**src/logic/mms_pkg.sv**
```systemverilog
// Constants and types of the measurement mode sequencer.
package mms_pkg;
    localparam int unsigned CLK_HZ = 10_000_000;
    localparam int unsigned HOLD_S = 15;
    localparam int unsigned HOLD_CYC = HOLD_S * CLK_HZ;
    localparam int unsigned INIT_MS = 15;
    localparam int unsigned INIT_CYC = INIT_MS * (CLK_HZ / 1000);
    localparam int unsigned DEB_MS = 10;
    localparam int unsigned DEB_CYC = DEB_MS * (CLK_HZ / 1000);
    localparam int unsigned HOLD_W = 28;
    localparam int unsigned INIT_W = 18;
    localparam int unsigned DEB_W = 17;
    localparam logic [12:0] INV_STEPS = 13'h1518;
    localparam int unsigned BTN_GRAV = 0;
    localparam int unsigned BTN_BIAS = 1;
    localparam int unsigned BTN_READ = 2;
    localparam logic [3:0] CTRL_OFS = 4'h0;
    localparam logic [3:0] STAT_OFS = 4'h4;
    localparam logic [3:0] DISP_OFS = 4'h8;
    localparam int unsigned CTRL_ABORT_BIT = 0;
    localparam logic CTRL_ABORT_RST = 1'h0;
    localparam int unsigned ST_MODE_LSB = 0;
    localparam int unsigned ST_HOLD_BIT = 3;
    localparam int unsigned ST_LEVELING_POWER_ON_BIT = 4;
    localparam int unsigned ST_INIT_BIT = 5;
    localparam int unsigned ST_BYP_BIT = 6;
    localparam int unsigned DISP_TEMP_LSB = 0;
    localparam int unsigned DISP_ALARM_LSB = 4;
    typedef enum logic [2:0] {
        MM_STBY, MM_OPER, MM_GRAV, MM_BLEVEL, MM_BEXIT, MM_BMEAS, MM_BRET
    } mms_mode_t;
endpackage : mms_pkg

```
**src/logic/mms_sequencer.sv**
```systemverilog
// Mode and power sequencer with display hold and bias inversion steps.
`timescale 1ns/1ps
module mms_sequencer
    import mms_pkg::*;
#(
    parameter int unsigned HOLD_CYCLES = HOLD_CYC,
    parameter int unsigned INIT_CYCLES = INIT_CYC,
    parameter int unsigned DEB_CYCLES = DEB_CYC
) (
    input wire logic core_clk_i,
    input wire logic rst_i,
    input wire logic [3:0] addr_i,
    input wire logic [31:0] wdata_i,
    input wire logic wr_i,
    input wire logic rd_i,
    output logic [31:0] rdata_o,
    input wire logic mode_on_i,
    input wire logic operate_supply_i,
    input wire logic grav_btn_i,
    input wire logic bias_btn_i,
    input wire logic read_btn_i,
    input wire logic level_done_i,
    input wire logic meas_done_i,
    input wire logic motor_step_i,
    input wire logic [3:0] temp_data_i,
    input wire logic [2:0] oven_alarm_i,
    output logic standby_supply_o,
    output logic operate_en_o,
    output logic leveling_power_on_o,
    output logic neg_logic_relay_n_o,
    output logic motor_supply_relay_n_o,
    output logic logic_supply_o,
    output logic temp_strobe_en_o,
    output logic init_pulse_o,
    output logic display_hold_relay_o,
    output logic display_supply_o,
    output logic grav_selected_o,
    output logic bias_selected_o,
    output logic measurement_selected_o,
    output logic normal_control_o,
    output logic bias_control_o,
    output logic cam_reset_block_o,
    output logic bias_counter_ctrl_o,
    output logic count_down_o,
    output logic level_indicator_en_o,
    output logic inversion_done_o,
    output logic mode_reset_o,
    output logic loop_bypass_o,
    output logic [3:0] temp_digit_o,
    output logic [2:0] alarm_digit_o,
    output logic [1:0] alarm_class_o
);
    typedef struct packed {
        logic [2:0] s1;
        logic [2:0] s2;
        logic [2:0] stb;
        logic [2:0][DEB_W-1:0] db;
        logic on1;
        logic on2;
        logic op1;
        logic op2;
        logic ld1;
        logic ld2;
        logic md1;
        logic md2;
        logic mp1;
        logic mp2;
        logic mp3;
        logic [3:0] t1;
        logic [3:0] t2;
        logic [2:0] a1;
        logic [2:0] a2;
        mms_mode_t st;
        logic [12:0] steps;
        logic [HOLD_W-1:0] hold;
        logic [INIT_W-1:0] init;
        logic vl;
        logic inv_done;
        logic mode_rst;
        logic [3:0] temp;
        logic abort;
        logic [31:0] rdata;
    } mms_state_t;

    localparam mms_state_t RST_VAL = '{st: MM_STBY, abort: CTRL_ABORT_RST, default: '0};

    mms_state_t q_q;
    mms_state_t q_d;
    logic [2:0] press;
    logic allow;
    logic leveling_power_on;
    logic bias_st;
    logic busy;
    logic step;
    logic hold_on;
    logic bypass;
    logic [31:0] stat;
    logic [31:0] disp;

    assign bias_st = q_q.st inside {MM_BLEVEL, MM_BEXIT, MM_BMEAS, MM_BRET};
    assign leveling_power_on = bias_st || (q_q.st == MM_GRAV);
    assign busy = q_q.init != '0;
    assign step = q_q.mp2 && !q_q.mp3;
    assign hold_on = q_q.hold != '0;
    assign allow = q_q.on2 && q_q.op2;
    assign bypass = q_q.stb[BTN_GRAV] && q_q.stb[BTN_READ];

    always_comb begin
        stat = '0;
        stat[ST_MODE_LSB +: 3] = q_q.st;
        stat[ST_HOLD_BIT] = hold_on;
        stat[ST_LEVELING_POWER_ON_BIT] = leveling_power_on;
        stat[ST_INIT_BIT] = busy;
        stat[ST_BYP_BIT] = bypass;
        disp = '0;
        disp[DISP_TEMP_LSB +: 4] = q_q.temp;
        disp[DISP_ALARM_LSB +: 3] = q_q.a2;
    end

    always_comb begin
        q_d = q_q;
        press = '0;
        q_d.s1 = {read_btn_i, bias_btn_i, grav_btn_i};
        q_d.s2 = q_q.s1;
        q_d.on1 = mode_on_i;
        q_d.on2 = q_q.on1;
        q_d.op1 = operate_supply_i;
        q_d.op2 = q_q.op1;
        q_d.ld1 = level_done_i;
        q_d.ld2 = q_q.ld1;
        q_d.md1 = meas_done_i;
        q_d.md2 = q_q.md1;
        q_d.mp1 = motor_step_i;
        q_d.mp2 = q_q.mp1;
        q_d.mp3 = q_q.mp2;
        q_d.t1 = temp_data_i;
        q_d.t2 = q_q.t1;
        q_d.a1 = oven_alarm_i;
        q_d.a2 = q_q.a1;
        q_d.inv_done = 1'b0;
        q_d.mode_rst = 1'b0;
        q_d.abort = 1'b0;
        q_d.rdata = '0;
        q_d.vl = leveling_power_on;

        // A new level must stay stable for the whole window to be taken.
        for (int i = 0; i < 3; i++) begin
            if (q_q.s2[i] == q_q.stb[i]) begin
                q_d.db[i] = '0;
            end else if (q_q.db[i] == DEB_W'(DEB_CYCLES - 1)) begin
                q_d.db[i] = '0;
                q_d.stb[i] = q_q.s2[i];
                press[i] = q_q.s2[i];
            end else begin
                q_d.db[i] = q_q.db[i] + 1'b1;
            end
        end

        if (wr_i && addr_i == CTRL_OFS) begin
            q_d.abort = wdata_i[CTRL_ABORT_BIT];
        end
        if (rd_i) begin
            case (addr_i)
                CTRL_OFS: q_d.rdata = '0;
                STAT_OFS: q_d.rdata = stat;
                DISP_OFS: q_d.rdata = disp;
                default: q_d.rdata = '0;
            endcase
        end

        if (leveling_power_on && !q_q.vl) begin
            q_d.init = INIT_W'(INIT_CYCLES);
        end else if (busy) begin
            q_d.init = q_q.init - 1'b1;
        end

        // The hold restarts on each read press; stored data are left alone.
        if (!q_q.on2) begin
            q_d.hold = '0;
        end else if (press[BTN_READ]) begin
            q_d.hold = HOLD_W'(HOLD_CYCLES);
        end else if (hold_on) begin
            q_d.hold = q_q.hold - 1'b1;
        end

        case (q_q.st)
            MM_STBY: begin
                if (q_q.on2) begin
                    q_d.st = MM_OPER;
                end
            end
            MM_OPER: begin
                if (press[BTN_GRAV] && allow) begin
                    q_d.st = MM_GRAV;
                end else if (press[BTN_BIAS] && allow) begin
                    q_d.st = MM_BLEVEL;
                end
            end
            MM_GRAV: begin
                if (q_q.md2 && !busy) begin
                    q_d.st = MM_OPER;
                    q_d.temp = q_q.t2;
                end
            end
            MM_BLEVEL: begin
                if (q_q.ld2 && !busy) begin
                    q_d.st = MM_BEXIT;
                    q_d.steps = '0;
                end
            end
            MM_BEXIT: begin
                if (step) begin
                    if (q_q.steps == INV_STEPS - 13'h1) begin
                        q_d.steps = '0;
                        q_d.inv_done = 1'b1;
                        q_d.st = MM_BMEAS;
                    end else begin
                        q_d.steps = q_q.steps + 13'h1;
                    end
                end
            end
            MM_BMEAS: begin
                if (q_q.md2 && !busy) begin
                    q_d.st = MM_BRET;
                    q_d.temp = q_q.t2;
                    q_d.steps = '0;
                end
            end
            MM_BRET: begin
                if (step) begin
                    if (q_q.steps == INV_STEPS - 13'h1) begin
                        q_d.steps = '0;
                        q_d.mode_rst = 1'b1;
                        q_d.st = MM_OPER;
                    end else begin
                        q_d.steps = q_q.steps + 13'h1;
                    end
                end
            end
            default: q_d.st = MM_STBY;
        endcase

        if (q_q.abort && leveling_power_on) begin
            q_d.st = MM_OPER;
        end
        if (!q_q.on2) begin
            q_d.st = MM_STBY;
        end
    end

    always_ff @(posedge core_clk_i) begin
        if (rst_i) begin
            q_q <= RST_VAL;
        end else begin
            q_q <= q_d;
        end
    end

    assign rdata_o = q_q.rdata;
    assign standby_supply_o = 1'b1;
    assign operate_en_o = q_q.st != MM_STBY;
    assign leveling_power_on_o = leveling_power_on;
    assign neg_logic_relay_n_o = !leveling_power_on;
    assign motor_supply_relay_n_o = !leveling_power_on;
    assign logic_supply_o = leveling_power_on;
    assign temp_strobe_en_o = leveling_power_on;
    assign init_pulse_o = busy;
    assign display_hold_relay_o = hold_on;
    assign display_supply_o = hold_on;
    assign grav_selected_o = q_q.st == MM_GRAV;
    assign bias_selected_o = bias_st;
    assign measurement_selected_o = leveling_power_on;
    assign normal_control_o = (q_q.st == MM_GRAV) && !bypass;
    assign bias_control_o = q_q.st inside {MM_BEXIT, MM_BRET};
    assign cam_reset_block_o = bias_st;
    assign bias_counter_ctrl_o = q_q.st inside {MM_BEXIT, MM_BRET};
    assign count_down_o = q_q.st == MM_BRET;
    assign level_indicator_en_o = leveling_power_on && (q_q.st != MM_BRET);
    assign inversion_done_o = q_q.inv_done;
    assign mode_reset_o = q_q.mode_rst;
    assign loop_bypass_o = bypass;
    assign temp_digit_o = q_q.temp;
    assign alarm_digit_o = q_q.a2;
    assign alarm_class_o = q_q.a2[2:1];

    a_standby_power: assert property (
        @(posedge core_clk_i) disable iff (rst_i)
        q_q.st == MM_STBY |-> !operate_en_o && !leveling_power_on_o)
        else $error("standby mode powers more than standby domain");

    a_mode_gate: assert property (
        @(posedge core_clk_i) disable iff (rst_i)
        q_q.st == MM_OPER && !allow |=> !leveling_power_on_o)
        else $error("mode accepted without operate supply");

    a_grav_select: assert property (
        @(posedge core_clk_i) disable iff (rst_i)
        q_q.st == MM_OPER && press[BTN_GRAV] && allow && !q_q.abort
        |=> grav_selected_o && measurement_selected_o && !bias_selected_o)
        else $error("gravity press did not select gravity");

    a_grav_return: assert property (
        @(posedge core_clk_i) disable iff (rst_i)
        q_q.st == MM_GRAV && q_q.md2 && !busy && q_q.on2
        |=> q_q.st == MM_OPER && !leveling_power_on_o)
        else $error("gravity cycle end did not return to operate");

    a_hold_start: assert property (
        @(posedge core_clk_i) disable iff (rst_i)
        press[BTN_READ] && q_q.on2 |=> display_supply_o [*8])
        else $error("read press did not hold displays");

    a_hold_end: assert property (
        @(posedge core_clk_i) disable iff (rst_i)
        q_q.hold == HOLD_W'(1) && !press[BTN_READ] |=> !display_supply_o)
        else $error("display hold outlived its count");

    a_relay_drive: assert property (
        @(posedge core_clk_i) disable iff (rst_i)
        neg_logic_relay_n_o == !leveling_power_on_o
        && motor_supply_relay_n_o == !leveling_power_on_o)
        else $error("relay drive is not inverse of leveling power");

    a_init_pulse: assert property (
        @(posedge core_clk_i) disable iff (rst_i)
        $rose(leveling_power_on_o) |=> init_pulse_o [*8])
        else $error("init pulse missing after relay switch-on");

    a_bias_exit: assert property (
        @(posedge core_clk_i) disable iff (rst_i)
        q_q.st == MM_BLEVEL && q_q.ld2 && !busy && q_q.on2 && !q_q.abort
        |=> bias_control_o && cam_reset_block_o)
        else $error("bias leveling did not enter exit submode");

    a_inv_done: assert property (
        @(posedge core_clk_i) disable iff (rst_i)
        inversion_done_o |-> $past(q_q.steps) == INV_STEPS - 13'h1
        && $past(q_q.st) == MM_BEXIT)
        else $error("inversion done without full step count");

    a_mode_reset: assert property (
        @(posedge core_clk_i) disable iff (rst_i)
        mode_reset_o |-> $past(q_q.st) == MM_BRET && !leveling_power_on_o)
        else $error("mode reset outside return rotation");

    a_count_down: assert property (
        @(posedge core_clk_i) disable iff (rst_i)
        count_down_o |-> !level_indicator_en_o)
        else $error("level indicator lit while rotating back");

    a_bypass_block: assert property (
        @(posedge core_clk_i) disable iff (rst_i)
        loop_bypass_o |-> !normal_control_o)
        else $error("normal control passed during loop bypass");

    a_bias_select: assert property (
        @(posedge core_clk_i) disable iff (rst_i)
        q_q.st == MM_OPER && press[BTN_BIAS] && !press[BTN_GRAV] && allow
        |=> bias_selected_o && measurement_selected_o && !grav_selected_o)
        else $error("bias press did not select bias");

    a_exit_signals: assert property (
        @(posedge core_clk_i) disable iff (rst_i)
        q_q.st == MM_BEXIT |-> bias_control_o && cam_reset_block_o && !normal_control_o)
        else $error("exit submode signals wrong");

    a_hold_restart: assert property (
        @(posedge core_clk_i) disable iff (rst_i)
        press[BTN_READ] && q_q.on2 && !hold_on |=> q_q.hold == HOLD_W'(HOLD_CYCLES))
        else $error("read press after hold did not restart displays");

    a_temp_latch: assert property (
        @(posedge core_clk_i) disable iff (rst_i)
        q_q.st == MM_GRAV && q_q.md2 && !busy |=> temp_digit_o == $past(q_q.t2))
        else $error("temperature digit not latched at cycle end");

    a_stby_return: assert property (
        @(posedge core_clk_i) disable iff (rst_i)
        !q_q.on2 |=> q_q.st == MM_STBY && !operate_en_o)
        else $error("switch off did not return to standby");
endmodule : mms_sequencer

```
**config.mk**
```make
export PLATFORM = sky130hd
export DESIGN_NAME = mms_sequencer
export DESIGN_NICKNAME = d
export VERILOG_FILES = /design/src/logic/mms_pkg.sv /design/src/logic/mms_sequencer.sv
export SDC_FILE = /design/constraint.sdc
export NUM_CORES = 1
export LEC_CHECK = 0
export BUFFER_PORTS_ARGS = -buffer_cell sky130_fd_sc_hd__buf_4
export CORE_MARGIN = 8
export CORE_UTILIZATION = 45
export CTS_CLUSTER_DIAMETER = 80
export DETAILED_ROUTE_END_ITERATION = 10
export PLACE_DENSITY = 0.68
export RECOVER_POWER = 25
export SLEW_MARGIN = 0
export SYNTH_ARGS = -nofsm -noshare
export SYNTH_HDL_FRONTEND = slang
export SYNTH_SLANG_ARGS = --single-unit
```
**constraint.sdc**
```tcl
create_clock -name core_clk_i -period 2.2 [get_ports core_clk_i]
set_input_delay 0.22 -clock core_clk_i [delete_from_list [all_inputs] [get_ports core_clk_i]]
set_output_delay 0.22 -clock core_clk_i [all_outputs]
set_load 0.005 [all_outputs]
```
Word-level counts from Yosys, hierarchy flattened
Index checks and enable logic that the tools add are counted.

storage, ports and cells
  input bits = 55
  logic and storage cells = 154
  output and inout bits = 63
  register bits after elaboration = 187

operators by class
  bitwise logic cells = 8
  reduce and logical (&&, ||, !) cells = 46
  equality and inequality tests = 32
  add/sub/neg operators = 6
  muxes and demuxes = 26

operators by type and width
  operator               count
  $mux 16                4
  $mux 28                2
  $pmux 13 s4            1
  $add 17x1->17 const B  3
  $eq 17x17->1 const B   3
  $mux 18                2
  $reduce_bool 28->1     1
  $sub 28x1->28 const B  1
  $pmux 3 s7             1
  $reduce_bool 18->1     1
  $sub 18x1->18 const B  1
  $reduce_and 8->1       2
  $mux 3                 5
  $ne 3x1->1 const B     5
  $reduce_or 3->1        5
  $pmux 7 s2             1
  $reduce_or 2->1        7
  $add 13x1->13 const B  1
  $eq 13x13->1 const B   1
  $mux 13                1
  $logic_and 1x1->1      12
  $ne 3x3->1 const B     4
  $ne 2x1->1 const B     5
  $eq 3x3->1 const B     3
  other kinds (18)       46

Longest topological paths before layout
Gate-level depths: netlist of the first run.

  word-level depth = 8
  mapped depth = 9
  gate-level depth less buffers = 8

Least setup slack after synthesis of the first run
Ideal clock, no wire load.

  path type = reg-to-reg
  start = register q_q[161] (netlist bit)
  end = register q_q[167] (netlist bit)
  setup slack = 32 ps
  clock period less this slack = 2168 ps
  data arrival time = 2051 ps
  stages on the path, launching flop included = 9
  cell sequence = dfxtp_1 > ha_1 > nand3_1 > or4b_2 > nor4_2 > or3_1 > buf_2 > buf_2 > nor2_1

on the way
  word-level cells in the longest chain between the ends = 2
  elaborated cells on any way between the ends = 3
  those cells by class = add/sub: 1; eq/ne: 1; reduce/logical: 1

ends and longest elaborated chain
  what                                                                   RTL line              text
  start, declared                                                        mms_sequencer.sv:87   mms_state_t q_q;
  start signal, assigned                                                 mms_sequencer.sv:255  q_q <= q_d;
  parallel branches: the longest is 2 deep, another holds $add 17x1->17  -

Several ways; the timed one is not identified.
A chain may end at the register's enable or synchronous reset.

Final worst setup path of the first run
  start = register q_q[48] (netlist bit)
  end = output init_pulse_o

on the way
  word-level cells in the longest chain between the ends = 1

ends and longest elaborated chain
  what                RTL line              text
  $reduce_bool 18->1  mms_sequencer.sv:102  assign busy = q_q.init != '0;
  end, declared       mms_sequencer.sv:34   output logic init_pulse_o,

Every way passes these cells.

==> run_results.csv, run 1 <==
group,metric,value,unit
synth,synth_flop_cell,"dfxtp_1",
synth,synth_compound_area_frac,0.0813,
critical_path,crit_required,1.98,ns
cts,clk_latency,0.42,ns
synth,synth_seq_area_share,0.445,
synth,synthCells,827,
timing,fin_skew,0.00949,ns
cts,cts_tree,"built",
timing,relSlewSlack,0.590,
place,hpwl,10500,um
synth,synth.most_common_cell,"dfxtp_1",
timing,fmax,467,MHz
place,place.gp.congestion,0.779,
synth,synth.area.mux_share,0.0124,
die,initial_core_util,0.459,
synth,async_reset_ff_frac,0,
cts,path_clk_slew,0.06,ns
cts,h-tree-depth,4,
job,maxCapViolCount,0,
cts,cts.sinks,162,
die,die_w,143,um
global_routing,grtUsageTotal,0.150,
synth,synth_common_cells,"162 x dfxtp_1, 129 x nor2_1, 53 x nand2_1",
synth,synth-edff-count,0,
global_routing,grt_start_max_net_pins,36,
critical_path,critPathMaxFanout,2,
cells_and_area,antennaDiodeCount,0,
routing,drtAntennaViolNets,0,
synth,synth-adder-area-share,0.0103,
timing,worst_pin_slew,0.612,ns
place,port-buffer-count,60,
synth,synth_top_family_by_area,"simple AND/OR/NAND/NOR gates",
cells_and_area,syn_to_final_growth,20.3,%
place,dp_slack,0.0195,ns
pwr,p_leak,3.36,nW
timing,holdWs,0.0155,ns
critical_path,startpoint_type,"flip-flop",
die,ios,118,
global_routing,grt_pass1_wl,24800,um
routing,drt_first_pass_iters,5,
cts,clockBufferDepth,2,
pwr,ir_drop,660,uV
routing,drt_iter0_markers,250,
synth,yosys_warnings,0,
pwr,power_density,885,nW/um^2
synth,yosysTopAreaCell,"dfxtp_1",
timing,finalCriticalPeriod,2.14,ns
critical_path,end_kind,"output port",
synth,netlist.area_leader.share,0.445,
routing,via_count,5586,
die,die_h,143,um
timing,slew_violations,0,
cts,numCtsBuffers,17,
synth,ys_ff_latch,162,
global_routing,grt_pass1_vias,5338,
timing,hold_viol,0,
critical_path,crit_type,"reg -> out",
synth,synthXorXnorAreaFrac,0.0973,
critical_path,arrival,1.92,ns
synth,yosys.area_share.simple,0.274,
worst_hold_path,hp-class,"in -> reg",
cells_and_area,layout.nets,970,
cells_and_area,n_fill_cell,1490,
synth,syn-cell-area,7290,sq um
timing,setup_viol,0,
synth,avgSynthCellArea,8.82,sq um
pwr,total_power,7.77,mW
die,coreArea,15900,sq um
cells_and_area,drive_above_1_share,0.178,
synth,synth_area_leaders,"dfxtp_1 44%, nor2_1 6.6%, buf_4 5.4%",
global_routing,overflow,0,
routing,vias_per_cell,4.91,
die,std_cell_rows,46,
timing,fin_crit_sh,0.973,
die,dieArea,20500,sq um
routing,drc,0,
timing,fin_ws,0.0599,ns
synth,ys_types,64,
cts,cts-root-buf,"clkbuf_16",
routing,wire_per_inst,13.2,um
global_routing,antenna_found_initial,0,
routing,wirelength,15000,um
outcome,status,"complete, no violations",
through the flow:
step	TNS, ns	area [sq um]	util	std cells
after floorplan	0	7380	-	851
after global placement	0	7960	0.501	1093
after detailed placement	0	7960	0.501	1093
after CTS	0	8720	0.549	1137
after global routing	-0.0512	8770	0.552	1137
final	0	8770	0.552	1137
final timing paths:
path,from,endpoint,slack (ns),depth (start not counted)
setup / recovery,q_q[48]$_SDFFE_PP0P_,init_pulse_o,0.06,5
hold / removal,oven_alarm_i[0],q_d[102]$_SDFF_PP0_,0.02,2
setup reg to reg,q_q[48]$_SDFFE_PP0P_,q_q[100]$_SDFFE_PP0P_,0.10,7
hold reg to reg,q_d[119]$_SDFF_PP0_,q_q[119]$_SDFF_PP0_,0.43,1
layer usage:
layer  vias up  track usage  share of wire  routed length [um]
li1       2900            -              -                   -
met1      2584        0.185           0.48                7150
met2        93        0.242           0.46                6890
met3         9       0.0497          0.053                 792
met4         0       0.0504         0.0088                 131
met5         -            0              0                   0
sequential cells by signal (all words and copies together) (netlist names):
signal            count
temp_digit_o          4
inversion_done_o      1
q_q                 130
q_d                  16
mode_reset_o          1
alarm_digit_o         3
rdata_o               7
critical path, stage by stage, from the launching register on:
cell and delay [ns]:
dfxtp_2 0.32, or4_4 0.53, and4bb_2 0.32, and2_4 0.18, inv_6 0.04, buf_6 0.11
final cells by class:
type,instances,area [sq um],area share
multi-input combinational,593,3640,0.415
sequential,162,3250,0.370
timing repair buffer,117,907,0.103
clock buffer,19,453,0.0516
tap,216,270,0.0308
clock inverter,12,181,0.0207
inverter,18,72.6,0.00827
placed cells by master (no fill, tap or decap), drive strengths merged, types with 3 or more instances in the layout:
master,count
a211oi,4
a21oi,44
a22oi,7
a31oi,4
and2,8
and3,12
and4,5
buf,90
bufinv,4
clkbuf,37
clkinv,6
conb,26
dfxtp,162
dlygate4sd3,9
ha,6
inv,19
mux2i,9
nand2,55
nand2b,10
nand3,26
nand3b,9
nand4,12
nand4b,7
nor2,130
nor2b,39
nor3,14
nor3b,5
nor4,16
nor4b,4
nor4bb,3
o2111ai,4
o21ai,19
or3,12
or4,4
xnor2,37
xor2,44
repair_timing:
item	in CTS	in global routing
hold endpoints to repair	9	0
gates resized for setup	4	13
hold buffers	9	0
pin swaps	3	5
setup endpoints to repair	1	53
buffers inserted	4	0
kinds of logic (layout without fill, tap and decap cells):
family / count (synthesis) / in the layout
and+or+nand+nor: 377 / 377
other: 2 / 26
adders and majority gates: 6 / 6
buffers and inverters: 96 / 166
xor gates and xnor gates: 81 / 81
muxes: 9 / 9
AOI/OAI and AO/OA: 94 / 94
DFF: 162 / 162
where the power goes:
group	internal, mW	switching, mW	total [mW]	leakage [nW]
Combinational	0.694	0.676	1.37	1.73
Clock	1.96	1.18	3.14	0.309
Sequential	3.11	0.148	3.26	1.32
Total	5.77	2.00	7.77	3.36
No activity file was read; power rests on OpenSTA's default activity.
==> inputs of run 2 (changes only) <==
- BUFFER_PORTS_ARGS: -buffer_cell sky130_fd_sc_hd__buf_4 -> default
- DONT_BUFFER_PORTS: default -> 1
- PLACE_DENSITY: 0.68 -> default
==> run 2 against run 1 <==
- power is 1.4% lower
- clock power down 2%
- combinational power decreased by 4%
- sequential power about the same
- largest cell class unchanged
- critical path type unchanged
- worst hold slack improved by 0.021 ns
- highest routed layer unchanged
==> run_results.csv, run 2 (synthesized netlist as in run 1, its figures left out) <==
group,metric,value,unit
outcome,status,"complete, no violations",
routing,via_count,5536,
die,initial_core_util,0.459,
cells_and_area,syn_to_final_growth,15.9,%
critical_path,crit_chain,"or4_4 > and4bb_2 > and2_4 > inv_4",
timing,relSlewSlack,0.619,
pwr,p_int,5.62,mW
timing,slew_violations,0,
cells_and_area,largest_reg_flops,130,
timing,fin_crit_sh,0.964,
place,port-buffer-count,0,
critical_path,end_kind,"output port",
critical_path,crit_required,1.98,ns
cts,path_clk_slew,0.07,ns
place,hpwl,10900,um
die,dieArea,20500,sq um
critical_path,reg2reg_setup_slack,0.11,ns
routing,wirelength,15500,um
timing,fmax,472,MHz
cts,h-tree-depth,4,
pwr,pwr-share-seq,0.424,
global_routing,grt_pass1_wl,25700,um
die,coreArea,15900,sq um
die,ios,118,
cells_and_area,antennaDiodeCount,0,
place,dp_slack,0.0371,ns
cells_and_area,regMostFlops,"q_q",
worst_hold_path,min_to,"q_q[145]$_SDFF_PP0_",
cells_and_area,final_cell_area,8450,sq um
pwr,p_sw,2.03,mW
cts,cts.sinks,162,
place,dp.cells,1031,
worst_hold_path,min_path_cells,2,
global_routing,grt_start_max_net_pins,64,
pwr,ir_drop,571,uV
cts,clk_latency,0.43,ns
timing,fin_ws,0.0795,ns
critical_path,critPathMaxFanout,8,
cts,cts-root-buf,"clkbuf_16",
place,place.gp.congestion,0.784,
timing,final.setup.tns,0,ns
critical_path,arrival,1.90,ns
global_routing,grtUsageTotal,0.157,
cts,cts_tree,"built",
cts,numCtsBuffers,17,
timing,setup_viol,0,
timing,grt_setup_unrepaired,"yes",
timing,finalCriticalPeriod,2.12,ns
critical_path,worst_path_largest_cell_delay,0.55,ns
die,die_w,143,um
critical_path,startpoint_type,"flip-flop",
routing,drt_first_pass_iters,5,
critical_path,rr_worst_depth,7,
pwr,combPwrFrac,0.172,
pwr,switching_share,0.266,
pwr,p_leak,3.12,nW
routing,drc,0,
pwr,total_power,7.65,mW
critical_path,crit_type,"reg -> out",
cells_and_area,final_common_cell,"dfxtp_1",
timing,hold_viol,0,
die,std_cell_rows,46,
global_routing,grt_pass1_vias,5342,
job,maxCapViolCount,0,
pwr,power_density,906,nW/um^2
cts,clockBufferDepth,2,
cells_and_area,instances_no_fill,1085,
routing,wire_per_inst,14.3,um
timing,fin_skew,0.0166,ns
place,placed_area,7500,sq um
routing,drtAntennaViolNets,0,
timing,worst_pin_slew,0.568,ns
critical_path,worstReg2RegEnd,"q_q[100]$_SDFFE_PP0P_",
cells_and_area,layout_common_cells,"160 x dfxtp_1, 129 x nor2_1, 53 x nand2_1",
cells_and_area,drive_above_1_share,0.127,
routing,vias_per_cell,5.10,
worst_hold_path,hp-class,"in -> reg",
routing,drt_iter0_markers,317,
global_routing,antenna_found_initial,0,
pwr,clkPwrFrac,0.404,
critical_path,critPathSlowestCell,"or4_4",
global_routing,overflow,0,
die,die_h,143,um
critical_path,timing.rr.start,"q_q[48]$_SDFFE_PP0P_",
worst_hold_path,hp-start,"rst_i",
cells_and_area,layout.nets,917,
-- run 2: cell count changes in the layout (fill, tap and decap cells not counted), moves of 3 or more --
cell,before,now
nor4b_1,1,4
clkbuf_1,6,1
buf_4,87,40
clkbuf_4,12,0
dlygate4sd3_1,9,17
-- run 2: repair_timing --
action	CTS	global route
endpoints found under the setup margin	3	60
hold endpoints to repair	63	0
buffers inserted	2	1
hold buffers	18	0
resized for setup	3	21
gates cloned	0	1
pin swaps	2	12
-- run 2: metrics by stage --
step	utilization	hold WS [ns]
after floorplan	-	0.295
after global placement	0.472	0.301
after global routing	0.532	0.0277
after CTS	0.526	0.0171
after detailed placement	0.472	0.299
final	0.532	0.0364
-- run 2: worst max-delay path by stage --
stage / endpoint / start / cells past startpoint / slack, ns
after detailed placement: q_q[75]$_SDFFE_PP0P_ / q_q[161]$_SDFF_PP0_ / 8 / 0.04
after CTS: q_q[75]$_SDFFE_PP0P_ / q_q[161]$_SDFF_PP0_ / 8 / 0.02
after floorplan: q_q[167]$_SDFF_PP0_ / q_q[161]$_SDFF_PP0_ / 8 / 0.03
after global placement: q_q[100]$_SDFFE_PP0P_ / q_q[48]$_SDFFE_PP0P_ / 6 / 0.07
after global routing: q_q[100]$_SDFFE_PP0P_ / q_q[93]$_SDFFE_PP0P_ / 6 / -0.04
final: init_pulse_o / q_q[48]$_SDFFE_PP0P_ / 4 / 0.08
-- run 2: worst max-delay path, delay by kind of cell, from the launching register on --
kind / cells / cell delay, ns
buf+inv: 1 / 0.08
flops: 1 / 0.31
simple gates: 3 / 1.09
-- run 2: cell type report --
| class | instances | area [sq um] |
|---|---|---|
| Multi-Input combinational cell | 593 | 3650 |
| Fill cell | 1471 | 7430 |
| Sequential cell | 162 | 3250 |
| Tap cell | 216 | 270 |
| Clock inverter | 12 | 169 |
| Clock buffer | 20 | 457 |
| Inverter | 18 | 70.1 |
| Timing Repair Buffer | 64 | 592 |
-- run 2: layer usage --
layer,vias up,part of all wire,global-route usage
li1,2794,-,-
met5,-,0,0
met4,0,0.0064,0.0493
met3,6,0.064,0.0534
met2,112,0.48,0.259
met1,2624,0.45,0.190
-- run 2: power groups by stage --
stage,registers [mW],clock network [mW],logic (mW)
finish,3.24,3.09,1.32
global route,3.26,3.29,1.46
CTS,3.24,3.16,1.30
detailed placement,3.30,0,1.19
global placement,3.29,0,1.13
floorplan,3.27,0,0.977
